### src/hw/ieg_defs.svh
// register offsets, field positions, reset values for the interrupt gating block
`ifndef IEG_DEFS_SVH
`define IEG_DEFS_SVH
// word indices (printed offsets), byte address is four times the index
`define IEG_CTRL_IDX_A 8'h0b
`define IEG_CTRL_IDX_B 8'h8b
`define IEG_FLAG_IDX 8'h0c
`define IEG_ENA_IDX 8'h8c
`define IEG_STAT_IDX 8'h10
`define IEG_MASK_IDX 8'h11
// control register fields
`define IEG_GIE_BIT 7
`define IEG_PERIPHERAL_GROUP_ENABLE_BIT 6
`define IEG_TIMER0_OVERFLOW_IRQ_ENABLE_BIT 5
`define IEG_EXTIE_BIT 4
`define IEG_PCIE_BIT 3
`define IEG_T0F_BIT 2
`define IEG_EXTF_BIT 1
`define IEG_PCF_BIT 0
// peripheral enable / flag fields
`define IEG_ADC_BIT 6
`define IEG_SSP_BIT 3
`define IEG_CCP_BIT 2
`define IEG_TIMER2_COUNT_BIT 1
`define IEG_TMR1_BIT 0
`define IEG_PERIPH_MASK 8'h4f
`define IEG_CTRL_RST 8'h00
`define IEG_ENA_RST 8'h00
`define IEG_FLAG_RST 8'h00
`define IEG_WB_STAT_W 2
`endif

### src/hw/ieg_pkg.sv
// types shared by the interrupt gating block
package ieg_pkg;
  typedef logic [7:0] ieg_byte_t;
  typedef logic [29:0] ieg_wadr_t;
  typedef enum logic [1:0] {
    IEG_IDLE = 2'b01,
    IEG_ACK = 2'b10
  } ieg_bus_st_t;
endpackage : ieg_pkg

### src/hw/ieg_top.sv
// interrupt enable and flag gating with a classic wishbone register slave
// How it works
// - control register answers at both of its two addresses, one storage
// - global enable low blocks every request to the core
// - group enable passes or blocks all peripheral sources together
// - peripheral request needs group enable whatever individual enables hold
// - timer0 overflow enable gates the timer0 overflow flag
// - separate peripheral enable register at its own address
// - enable bit 6 gates the converter done interrupt
// - enable bits 3,2,1,0 gate serial, capture, timer2 match, timer1
// - enable bits 7,5,4 ignore writes and read zero
// - reset clears enables and control bits 7..1; port flag undefined
// - flags set on their condition regardless of any enable
// - peripheral flags live in a flag register mirroring enable bits
//
// Local design decision: register access over Wishbone.
`include "ieg_defs.svh"
`timescale 1ns/1ps
`default_nettype none
module ieg_top (
  input wire logic clk_i,
  input wire logic rst_i,
  input wire logic cyc_i,
  input wire logic stb_i,
  input wire logic we_i,
  input wire ieg_pkg::ieg_wadr_t adr_i,
  input wire logic [3:0] sel_i,
  input wire logic [31:0] dat_i,
  output logic [31:0] dat_o,
  output logic ack_o,
  input wire logic timer0_ovf_i,
  input wire logic ext_pin_evt_i,
  input wire logic port_change_evt_i,
  input wire logic [7:0] periph_evt_i,
  output logic core_irq_o,
  output logic bus_irq_o
);
  import ieg_pkg::*;

  // reset image as a typed constant so the upper seven bits can be sliced
  localparam ieg_byte_t CTRL_RST = `IEG_CTRL_RST;

  ieg_byte_t ctrl_r;
  ieg_byte_t ena_r;
  ieg_byte_t flag_r;
  logic [1:0] stat_r;
  logic [1:0] mask_r;
  ieg_bus_st_t st_r;
  logic [7:0] idx;
  logic acc;
  logic wr;
  logic rd;
  logic hit_ctrl;
  logic hit_ena;
  logic hit_flag;
  logic hit_stat;
  logic hit_mask;
  logic core_term;
  logic periph_term;
  logic irq_nxt;
  logic req_rise;
  logic req_d_r;
  ieg_byte_t rdata;
  ieg_byte_t ev_core;

  ////////////////////////////////////////////////////////////////////////////
  // bus decode: upper address bits must be zero for a hit
  assign idx = adr_i[7:0];
  assign acc = cyc_i && stb_i && (st_r == IEG_IDLE);
  assign wr = acc && we_i && sel_i[0];
  assign rd = acc && !we_i;
  assign hit_ctrl = (adr_i[29:8] == 22'h0) &&
    (idx == `IEG_CTRL_IDX_A || idx == `IEG_CTRL_IDX_B);
  assign hit_ena = (adr_i[29:8] == 22'h0) && (idx == `IEG_ENA_IDX);
  assign hit_flag = (adr_i[29:8] == 22'h0) && (idx == `IEG_FLAG_IDX);
  assign hit_stat = (adr_i[29:8] == 22'h0) && (idx == `IEG_STAT_IDX);
  assign hit_mask = (adr_i[29:8] == 22'h0) && (idx == `IEG_MASK_IDX);

  // one wait-free cycle: ack the cycle after the request, then drop it
  always_ff @(posedge clk_i) begin
    if (rst_i) begin
      st_r <= IEG_IDLE;
      ack_o <= 1'b0;
    end else begin
      case (st_r)
        IEG_IDLE: begin
          if (cyc_i && stb_i) begin
            st_r <= IEG_ACK;
            ack_o <= 1'b1;
          end
        end
        IEG_ACK: begin
          st_r <= IEG_IDLE;
          ack_o <= 1'b0;
        end
        default: begin
          st_r <= IEG_IDLE;
          ack_o <= 1'b0;
        end
      endcase
    end
  end

  // read mux; unmapped indices read zero
  always_comb begin
    rdata = 8'h00;
    if (hit_ctrl) begin
      rdata = ctrl_r;
    end else if (hit_ena) begin
      rdata = ena_r & `IEG_PERIPH_MASK;
    end else if (hit_flag) begin
      rdata = flag_r & `IEG_PERIPH_MASK;
    end else if (hit_stat) begin
      rdata = {6'h00, stat_r};
    end else if (hit_mask) begin
      rdata = {6'h00, mask_r};
    end
  end

  // read data latched with ack, held until the next read
  always_ff @(posedge clk_i) begin
    if (rst_i) begin
      dat_o <= 32'h0;
    end else if (rd) begin
      dat_o <= {24'h0, rdata};
    end
  end

  ////////////////////////////////////////////////////////////////////////////
  // control register: enables plus sticky core flags
  assign ev_core = {5'h00, timer0_ovf_i, ext_pin_evt_i, port_change_evt_i};

  // flags set on events whatever the enables; event beats a software clear.
  // one process owns the whole register so every bit has a single driver;
  // the port change flag sits outside the reset branch and powers up unknown
  always_ff @(posedge clk_i) begin
    if (rst_i) begin
      ctrl_r[7:1] <= CTRL_RST[7:1];
    end else begin
      if (wr && hit_ctrl) begin
        ctrl_r[7:1] <= dat_i[7:1];
      end
      if (ev_core[`IEG_T0F_BIT]) begin
        ctrl_r[`IEG_T0F_BIT] <= 1'b1;
      end
      if (ev_core[`IEG_EXTF_BIT]) begin
        ctrl_r[`IEG_EXTF_BIT] <= 1'b1;
      end
    end
    // only writes and events move the port change flag, reset leaves it
    if (wr && hit_ctrl) begin
      ctrl_r[`IEG_PCF_BIT] <= dat_i[`IEG_PCF_BIT];
    end
    if (port_change_evt_i) begin
      ctrl_r[`IEG_PCF_BIT] <= 1'b1;
    end
  end

  ////////////////////////////////////////////////////////////////////////////
  // peripheral enables; unimplemented bits never store
  always_ff @(posedge clk_i) begin
    if (rst_i) begin
      ena_r <= `IEG_ENA_RST;
    end else if (wr && hit_ena) begin
      ena_r <= dat_i[7:0] & `IEG_PERIPH_MASK;
    end
  end

  // peripheral flags: software write, event set wins
  always_ff @(posedge clk_i) begin
    if (rst_i) begin
      flag_r <= `IEG_FLAG_RST;
    end else begin
      if (wr && hit_flag) begin
        flag_r <= (dat_i[7:0] | periph_evt_i) & `IEG_PERIPH_MASK;
      end else begin
        flag_r <= (flag_r | periph_evt_i) & `IEG_PERIPH_MASK;
      end
    end
  end

  ////////////////////////////////////////////////////////////////////////////
  // request gating; software must clear flags before enabling
  assign core_term =
    (ctrl_r[`IEG_TIMER0_OVERFLOW_IRQ_ENABLE_BIT] && ctrl_r[`IEG_T0F_BIT]) ||
    (ctrl_r[`IEG_EXTIE_BIT] && ctrl_r[`IEG_EXTF_BIT]) ||
    (ctrl_r[`IEG_PCIE_BIT] && ctrl_r[`IEG_PCF_BIT]);
  assign periph_term = ctrl_r[`IEG_PERIPHERAL_GROUP_ENABLE_BIT] &&
    (|(ena_r & flag_r & `IEG_PERIPH_MASK));
  assign irq_nxt = ctrl_r[`IEG_GIE_BIT] && (core_term || periph_term);

  // registered request keeps the output glitch free, one cycle of latency
  always_ff @(posedge clk_i) begin
    if (rst_i) begin
      core_irq_o <= 1'b0;
    end else begin
      core_irq_o <= irq_nxt;
    end
  end

  ////////////////////////////////////////////////////////////////////////////
  // bus interrupt: bit0 request rose, bit1 any event on the core or all eight peripheral inputs; read clears
  always_ff @(posedge clk_i) begin
    if (rst_i) begin
      req_d_r <= 1'b0;
    end else begin
      req_d_r <= irq_nxt;
    end
  end
  assign req_rise = irq_nxt && !req_d_r;

  always_ff @(posedge clk_i) begin
    if (rst_i) begin
      stat_r <= 2'b00;
    end else begin
      if (rd && hit_stat) begin
        stat_r <= 2'b00;
      end
      if (req_rise) begin
        stat_r[0] <= 1'b1;
      end
      if (|ev_core || |periph_evt_i) begin
        stat_r[1] <= 1'b1;
      end
    end
  end

  always_ff @(posedge clk_i) begin
    if (rst_i) begin
      mask_r <= 2'b00;
    end else if (wr && hit_mask) begin
      mask_r <= dat_i[1:0];
    end
  end

  always_ff @(posedge clk_i) begin
    if (rst_i) begin
      bus_irq_o <= 1'b0;
    end else begin
      bus_irq_o <= |(stat_r & mask_r);
    end
  end

  ////////////////////////////////////////////////////////////////////////////
  // checks
  a_gie_blocks: assert property (@(posedge clk_i) disable iff (rst_i)
    !ctrl_r[`IEG_GIE_BIT] |=> !core_irq_o)
    else $error("request while global enable clear");
  a_group_gate: assert property (@(posedge clk_i) disable iff (rst_i)
    (ctrl_r[`IEG_GIE_BIT] && !ctrl_r[`IEG_PERIPHERAL_GROUP_ENABLE_BIT] && !core_term)
    |=> !core_irq_o)
    else $error("peripheral passed without group enable");
  a_periph_req: assert property (@(posedge clk_i) disable iff (rst_i)
    (ctrl_r[`IEG_GIE_BIT] && ctrl_r[`IEG_PERIPHERAL_GROUP_ENABLE_BIT] &&
     ena_r[`IEG_ADC_BIT] && flag_r[`IEG_ADC_BIT]) |=> core_irq_o)
    else $error("converter interrupt not raised");
  a_timer0_count_req: assert property (@(posedge clk_i) disable iff (rst_i)
    (ctrl_r[`IEG_GIE_BIT] && ctrl_r[`IEG_TIMER0_OVERFLOW_IRQ_ENABLE_BIT] &&
     ctrl_r[`IEG_T0F_BIT]) |=> core_irq_o)
    else $error("timer0 interrupt not raised");
  a_timer2_count_req: assert property (@(posedge clk_i) disable iff (rst_i)
    (ctrl_r[`IEG_GIE_BIT] && ctrl_r[`IEG_PERIPHERAL_GROUP_ENABLE_BIT] &&
     ena_r[`IEG_TIMER2_COUNT_BIT] && flag_r[`IEG_TIMER2_COUNT_BIT]) |=> core_irq_o)
    else $error("timer2 match interrupt not raised");
  a_unimpl_zero: assert property (@(posedge clk_i) disable iff (rst_i)
    (ena_r & ~`IEG_PERIPH_MASK) == 8'h00)
    else $error("unimplemented enable bit set");
  a_flag_sets: assert property (@(posedge clk_i) disable iff (rst_i)
    timer0_ovf_i |=> ctrl_r[`IEG_T0F_BIT])
    else $error("timer0 flag not set on event");
  a_flag_sticky: assert property (@(posedge clk_i) disable iff (rst_i)
    (ctrl_r[`IEG_EXTF_BIT] && !(wr && hit_ctrl)) |=> ctrl_r[`IEG_EXTF_BIT])
    else $error("external flag cleared without a write");
  a_alias_write: assert property (@(posedge clk_i) disable iff (rst_i)
    (wr && idx == `IEG_CTRL_IDX_B && adr_i[29:8] == 22'h0 &&
     !timer0_ovf_i && !ext_pin_evt_i && !port_change_evt_i)
    |=> ctrl_r == $past(dat_i[7:0]))
    else $error("alias write missed control register");
  a_reset_clear: assert property (@(posedge clk_i)
    rst_i |=> (ena_r == 8'h00 && ctrl_r[7:1] == 7'h00))
    else $error("reset did not clear enables");
  a_ack_pulse: assert property (@(posedge clk_i) disable iff (rst_i)
    ack_o |=> !ack_o)
    else $error("ack held longer than one cycle");


  // bus handshake: one ack per accepted request, never a spurious one
  a_ack_follows: assert property (@(posedge clk_i) disable iff (rst_i)
    (cyc_i && stb_i && st_r == IEG_IDLE) |=> ack_o)
    else $error("request not acknowledged");
  a_ack_no_req: assert property (@(posedge clk_i) disable iff (rst_i)
    (!ack_o && !(cyc_i && stb_i)) |=> !ack_o)
    else $error("ack without a request");
  a_unmap_read: assert property (@(posedge clk_i) disable iff (rst_i)
    (rd && !hit_ctrl && !hit_ena && !hit_flag && !hit_stat && !hit_mask)
    |=> dat_o == 32'h0)
    else $error("unmapped read returned data");

  // register storage: enables keep only implemented bits, flags take writes
  a_ena_write: assert property (@(posedge clk_i) disable iff (rst_i)
    (wr && hit_ena) |=> ena_r == ($past(dat_i[7:0]) & `IEG_PERIPH_MASK))
    else $error("enable write not stored");
  a_pflag_write: assert property (@(posedge clk_i) disable iff (rst_i)
    (wr && hit_flag && periph_evt_i == 8'h00)
    |=> flag_r == ($past(dat_i[7:0]) & `IEG_PERIPH_MASK))
    else $error("flag write not stored");
  a_pflag_sets: assert property (@(posedge clk_i) disable iff (rst_i)
    periph_evt_i[`IEG_ADC_BIT] |=> flag_r[`IEG_ADC_BIT])
    else $error("converter flag not set on event");
  a_set_wins: assert property (@(posedge clk_i) disable iff (rst_i)
    (wr && hit_flag && periph_evt_i[`IEG_TMR1_BIT])
    |=> flag_r[`IEG_TMR1_BIT])
    else $error("software clear beat a flag event");
  a_ext_sets: assert property (@(posedge clk_i) disable iff (rst_i)
    ext_pin_evt_i |=> ctrl_r[`IEG_EXTF_BIT])
    else $error("external flag not set on event");

  // request gating: nothing reaches the core without a live cause
  a_group_blocks: assert property (@(posedge clk_i) disable iff (rst_i)
    (!ctrl_r[`IEG_PERIPHERAL_GROUP_ENABLE_BIT] && !core_term) |=> !core_irq_o)
    else $error("peripheral request without group enable");
  a_irq_cause: assert property (@(posedge clk_i) disable iff (rst_i)
    core_irq_o |-> $past(core_term || periph_term))
    else $error("core request without an enabled flag");
  a_bus_irq_mask: assert property (@(posedge clk_i) disable iff (rst_i)
    (mask_r == 2'b00) |=> !bus_irq_o)
    else $error("bus interrupt while fully masked");

  c_core_irq: cover property (@(posedge clk_i) disable iff (rst_i)
    !core_irq_o ##1 core_irq_o);
  c_periph_irq: cover property (@(posedge clk_i) disable iff (rst_i)
    periph_term && ctrl_r[`IEG_GIE_BIT]);
  c_alias_rd: cover property (@(posedge clk_i) disable iff (rst_i)
    rd && idx == `IEG_CTRL_IDX_B);
  c_bus_irq: cover property (@(posedge clk_i) disable iff (rst_i) bus_irq_o);
endmodule : ieg_top
`default_nettype wire

### config.mk
export PLATFORM = sky130hd
export DESIGN_NAME = ieg_top
export DESIGN_NICKNAME = d
export VERILOG_FILES = /design/src/hw/ieg_pkg.sv /design/src/hw/ieg_top.sv
export VERILOG_INCLUDE_DIRS = /design/src /design/src/hw
export SDC_FILE = /design/constraint.sdc
export NUM_CORES = 1
export LEC_CHECK = 0
export BUFFER_PORTS_ARGS = -buffer_cell sky130_fd_sc_hd__clkbuf_2
export CAP_MARGIN = 30
export CORE_MARGIN = 5
export CORE_UTILIZATION = 47
export DETAILED_ROUTE_END_ITERATION = 10
export PLACE_DENSITY_LB_ADDON = 0.1
export SLEW_MARGIN = 20
export SYNTH_ARGS = -nofsm -noshare
export SYNTH_HDL_FRONTEND = slang
export SYNTH_SLANG_ARGS = --single-unit
### constraint.sdc
create_clock -name clk_i -period 3.9 [get_ports clk_i]
set_input_delay 0.585 -clock clk_i [delete_from_list [all_inputs] [get_ports clk_i]]
set_output_delay 0.585 -clock clk_i [all_outputs]
set_load 0.01 [all_outputs]
==> results of run 1 <==
power groups by stage:
| stage | sequential [W] | combinational (W) | clock (W) |
|---|---|---|---|
| 3_5_place_dp | 0.000367 | 0.0000823 | 0 |
| 6_report | 0.000359 | 0.0000830 | 0.000275 |
| 5_1_grt | 0.000360 | 0.0000922 | 0.000295 |
| 3_3_place_gp | 0.000367 | 0.0000817 | 0 |
| 2_1_floorplan | 0.000365 | 0.0000596 | 0 |
| 4_1_cts | 0.000359 | 0.0000825 | 0.000280 |
path summary, 6_finish.rpt:
check | cells past startpoint | slack (ns) | end | start
setup / recovery | 5 | 1.89 | stat_r[1]$_SDFFE_PP0P_ | adr_i[1]
hold / removal | 1 | 0.47 | dat_o[0]$_SDFFE_PP0P_ | dat_o[0]$_SDFFE_PP0P_
setup reg to reg | 4 | 2.03 | stat_r[1]$_SDFFE_PP0P_ | ack_o$_SDFFE_PP0P_
hold reg to reg | 1 | 0.47 | dat_o[0]$_SDFFE_PP0P_ | dat_o[0]$_SDFFE_PP0P_
area by class of cell:
class	instances	area, sq um
clock buffer	6	82.6
clock inverter	2	12.5
fill	379	1710
inverter	1	3.75
multi-input combinational	170	1130
sequential	34	681
tap	50	62.6
timing repair buffer	67	340
kinds of logic after synthesis:
family          Yosys count  share of synthesized area [%]
flops                    34                           34.5
buf+inv                  40                           12.4
mux                       8                           4.19
compound gates           68                           25.1
simple gates             70                           23.6
other cells               1                          0.190
cell usage after synthesis, drive strengths merged:
| library cell | n | share of area [%] |
|---|---|---|
| nand2b | 4 | 1.3 |
| o31ai | 16 | 6.1 |
| nor3b | 4 | 1.5 |
| nand3b | 1 | 0.38 |
| buf | 29 | 10 |
| dfxtp | 34 | 35 |
| a32o | 3 | 1.5 |
| a222oi | 2 | 1.0 |
| nor2 | 7 | 1.3 |
| and3 | 2 | 0.63 |
| o41ai | 1 | 0.83 |
| a41oi | 6 | 2.7 |
| or4b | 1 | 0.70 |
| a22oi | 5 | 1.9 |
| nand4b | 1 | 0.44 |
| a21oi | 19 | 4.8 |
| and4 | 2 | 0.89 |
| and2 | 4 | 1.3 |
| a221oi | 2 | 0.89 |
| nor4b | 2 | 1.6 |
| mux2i | 6 | 3.0 |
| o21ai | 3 | 0.76 |
| o32ai | 1 | 0.44 |
| o2bb2ai | 5 | 2.2 |
| nand3 | 2 | 0.51 |
| clkbuf | 10 | 1.9 |
| or3 | 1 | 0.32 |
| nor4 | 8 | 2.9 |
| nand2 | 4 | 0.76 |
| and4b | 1 | 0.51 |
| or4 | 3 | 1.3 |
| inv | 1 | 0.19 |
| mux2 | 2 | 1.1 |
| nor3 | 5 | 1.3 |
| and3b | 2 | 0.89 |
| conb | 1 | 0.19 |
| a21boi | 1 | 0.38 |
| o21bai | 4 | 1.5 |
| nand4 | 16 | 5.1 |
registers in the layout (all words and copies together), names as in the netlist:
signal	count
flag_r	5
bus_irq_o	1
stat_r	2
ack_o	1
ctrl_r	8
ena_r	5
dat_o	8
req_d_r	1
st_r	1
mask_r	2
stage by stage:
stage | hold WS [ns] | utilization, % | instance area (sq um) | total power (W)
floorplan | 0.452 | - | 2060 | 0.000425
global placement | 0.448 | 55.1 | 2220 | 0.000449
detailed placement | 0.446 | 55.1 | 2220 | 0.000449
CTS | 0.470 | 57.5 | 2310 | 0.000722
global route | 0.485 | 57.5 | 2310 | 0.000747
finish | 0.466 | 57.5 | 2310 | 0.000718
routing by layer:
layer | vias to the layer above | global-route usage (%) | wire length [um]
met5 | - | 0 | 0
met4 | 0 | 6.32 | 59
met3 | 5 | 6.01 | 481
met2 | 77 | 30.2 | 2510
met1 | 900 | 28.6 | 2380
li1 | 939 | - | -
==> flow_summary.ini, run 1 <==
[worst_hold_path]
hp-class = reg2reg

[die]
start_util_pct = 48.9
row_count = 23
core_area_sq_um = 4030
dieArea_sq_um = 5590
ios = 117
dieHeight_um = 74.8
die_x_um = 74.8

[power]
swShare_pct = 26.1
p_leak_nw = 0.925
switchingPower_w = 0.000188
p_comb_share_pct = 11.6
peakVddDrop_mv = 0.217
power_frac_clock_pct = 38.3
p_int_w = 0.000530
pwr_density_cell_nw_per_um2 = 310
seq_power_share_pct = 50.1

[sta]
setup_viol = 0
fin_setup_tns_ns = 0
relSlewSlack_pct = 49.0
post-route-min-period_ns = 2.01
tightest_slew_ns = 0.763
finalWorstSetupSlack_ns = 1.89
fmaxAchievable_ghz = 0.497
maxSlewViolCount = 0
finalHoldViolCount = 0
fin_skew_ns = 0.00362
fin_crit_sh_pct = 51.6
rsz0062_at_grt = false

[route]
wl_per_cell_um = 16.5
via_per_inst = 5.82
routed_wirelength_um = 5440
vias = 1921
ant_nets = 0
drt-initial-drc-count = 236
drc = 0
drtPass1Iterations = 4

[cts]
cts.hold.buffers_added = 0
clock_latency_ns = 0.29
max-clock-path-buffers = 2
clk_pin_slew_ns = 0.07
cts_tree = yes
cts-root-buf = clkbuf_8
post_cts_buffers = 0
cts_resized = 0
cts_num_sinks = 34
cts_made_buffers = 5
htree_levels = 2

[worst_setup_path]
cp_max_fo = 4
startpoint_type = input pin
cpMaxStageDelayCell = or4b_4
worst_setup_path_end_kind = flop
worst-path-buf-inv = 1
path_class = in2reg
cpLargestDelayFamily = simple AND/OR/NAND/NOR gates
crit_chain = clkbuf_2 > or4b_4 > or4_4 > o41ai_2 > a41oi_1
worstPathArrival_ns = 2.15
required_ns = 4.04
cp_slowest_stage_delay_ns = 0.55

[place]
hpwl_um = 4180
dpl.cell_count = 322
port_buffers = 65
gp_congestion = 0.863
preCtsSetupSlack_ns = 1.61

[layout]
mostFrequentLayoutCell = clkbuf_2
antenna_cells = 0
stdcell_count = 330
final_layout_size_suffix_gt1_share_pct = 29.3
fin_nets = 361
area_growth_pct = 17.4
final_cell_mix = clkbuf_2 (65), dfxtp_1 (34), conb_1 (24)

[synth]
synth_cell_types = 44
netlist_area_sq_um = 1970
synth_seq_area_share_pct = 34.5
ys_ff_latch = 34
yosysWarnings = 0
synthCells = 221
avgSynthCellArea_sq_um = 8.92

[global_route]
antenna_found_initial = 0
grt_max_degree = 31
grt_util_all_layers_pct = 20.4
overflow = 0
grt_pass1_vias = 1730
grt_pass1_wl_um = 8690

[run_status]
status = complete, no violations

[flow_run]
maxCapViolCount = 0
Power figures use the tool's default switching activity.
==> inputs of run 2 (changes only) <==
Settings changed: CORE_UTILIZATION 47 to 39.
Clock period 3.9 ns to 1.7 ns, I/O delays scaled along.
==> run 2 against run 1 <==
  * Total power is 130% higher
  * Worst hold slack lost 0.26 ns
  * Combinational power grew to 2.6 times the previous value
  * Wire length increased by 11%
  * Count of clock-buffer cells in the layout stayed put
  * Clock power grew 120%
  * Sequential share of layout area is 2.4 points lower
  * Global-route usage decreased by 1.4 points
  * Sequential power increased by 130%
  * Largest cell class unchanged
  * Largest power group unchanged
==> flow_summary.ini, run 2 (synthesis results as in run 1) <==
[power]
p_comb_share_pct = 13.1
swShare_pct = 25.3
peakVddDrop_mv = 0.514
power_frac_clock_pct = 36.5
seq_power_share_pct = 50.4
p_int_w = 0.00122
pwr_density_cell_nw_per_um2 = 649
p_leak_nw = 1.03
switchingPower_w = 0.000414

[sta]
finalWorstSetupSlack_ns = 0.0758
finalHoldViolCount = 0
post-route-min-period_ns = 1.62
fin_skew_ns = 0.00562
fmaxAchievable_ghz = 0.616
maxSlewViolCount = 0
fin_crit_sh_pct = 95.5
rsz0062_at_grt = false
setup_viol = 0

[worst_setup_path]
cpLargestDelayFamily = simple AND/OR/NAND/NOR gates
path_class = in2reg
worst-path-buf-inv = 1
cp_slowest_stage_delay_ns = 0.54
worstPathArrival_ns = 1.77
startpoint_type = input pin
worst_setup_path_end_kind = flop
cp_max_fo = 2
crit_chain = clkbuf_2 > or4b_4 > or4_4 > o41ai_2 > a41oi_1
required_ns = 1.85
cpMaxStageDelayCell = or4b_4

[layout]
final_cell_mix = clkbuf_2 (65), dfxtp_1 (34), conb_1 (24)
final_layout_size_suffix_gt1_share_pct = 34.3
antenna_cells = 0
area_growth_pct = 27.8
fin_nets = 383
mostFrequentLayoutCell = clkbuf_2
reg.largest.list = ctrl_r: 8 flops, dat_o: 8 flops
fin_util_pct = 52.3

[worst_hold_path]
hp-class = in2reg

[global_route]
grt_pass1_vias = 1914
antenna_found_initial = 0
grt_pass1_wl_um = 9610
grt_max_degree = 30
grt_util_all_layers_pct = 19.0
overflow = 0

[cts]
max-clock-path-buffers = 2
cts_tree = yes
cts_num_sinks = 34
htree_levels = 2
cts.hold.buffers_added = 0
clk_pin_slew_ns = 0.07
clock_latency_ns = 0.28
cts_made_buffers = 5
cts-root-buf = clkbuf_8

[die]
dieArea_sq_um = 6580
start_util_pct = 40.9
core_area_sq_um = 4820
ios = 117
dieHeight_um = 81.1
row_count = 25
die_x_um = 81.1

[route]
drc = 0
wl_per_cell_um = 16.4
drtPass1Iterations = 5
drt-initial-drc-count = 171
ant_nets = 0
vias = 2011
routed_wirelength_um = 6020
via_per_inst = 5.48

[place]
port_buffers = 65
gp_congestion = 0.862
hpwl_um = 4710
preCtsSetupSlack_ns = -0.226

[run_status]
status = complete, no violations

[flow_run]
maxCapViolCount = 0
[run 2: changes by cell type in the layout (fill, tap and decap cells not counted), sizes merged]
cell	delta
clkinvlp	-1
clkinv	-1
buf	+22
[run 2: repair_timing]
item | CTS | global route
resized for setup | 0 | 1
setup endpoints to repair | 0 | 10
setup buffers | 0 | 1
[run 2: final cells by class]
type                       instances  area (sq um)
tap                               67          83.8
clock buffer                       6          82.6
timing repair buffer              89           531
fill                             496          2300
inverter                           1          3.75
sequential                        34           681
multi-input combinational        170          1140
[run 2: metrics by stage]
stage	TNS [ns]	hold WS, ns	power [W]	area (sq um)	cells
finish	0	0.210	0.00164	2520	367
global route	0	0.221	0.00172	2520	367
CTS	0	0.208	0.00165	2510	366
detailed placement	-2.20	0.449	0.00105	2420	360
global placement	-2.12	0.450	0.00105	2420	360
floorplan	-0.0352	0.393	0.000975	2060	244
[run 2: worst paths after layout]
check | depth (start not counted) | start | endpoint | slack, ns
setup / recovery | 5 | adr_i[1] | stat_r[1]$_SDFFE_PP0P_ | 0.08
setup reg to reg | 4 | ack_o$_SDFFE_PP0P_ | stat_r[1]$_SDFFE_PP0P_ | 0.13
hold / removal | 3 | dat_i[5] | ctrl_r[5]$_SDFFE_PP0P_ | 0.21
hold reg to reg | 1 | req_d_r$_SDFF_PP0_ | stat_r[0]$_SDFFE_PP0P_ | 0.46
[run 2: worst min-delay path, cell delays in order]
cell and delay [ns]:
clkbuf_2 0.08, nand4_1 0.05, a21oi_1 0.06
[run 2: metal layers]
| layer | global-route usage, % | vias to the layer above | wire length (um) |
|---|---|---|---|
| met1 | 26.6 | 947 | 2770 |
| met2 | 29.9 | 80 | 2760 |
| met4 | 3.55 | 0 | 20 |
| li1 | - | 982 | - |
| met3 | 4.55 | 2 | 469 |
| met5 | 0 | - | 0 |
[run 2: power groups by stage]
| stage | sequential, W | combinational, W | clock, W |
|---|---|---|---|
| 2_1_floorplan | 0.000838 | 0.000137 | 0 |
| 3_5_place_dp | 0.000842 | 0.000212 | 0 |
| 3_3_place_gp | 0.000842 | 0.000210 | 0 |
| 4_1_cts | 0.000824 | 0.000213 | 0.000612 |
| 5_1_grt | 0.000825 | 0.000240 | 0.000654 |
| 6_report | 0.000824 | 0.000215 | 0.000597 |
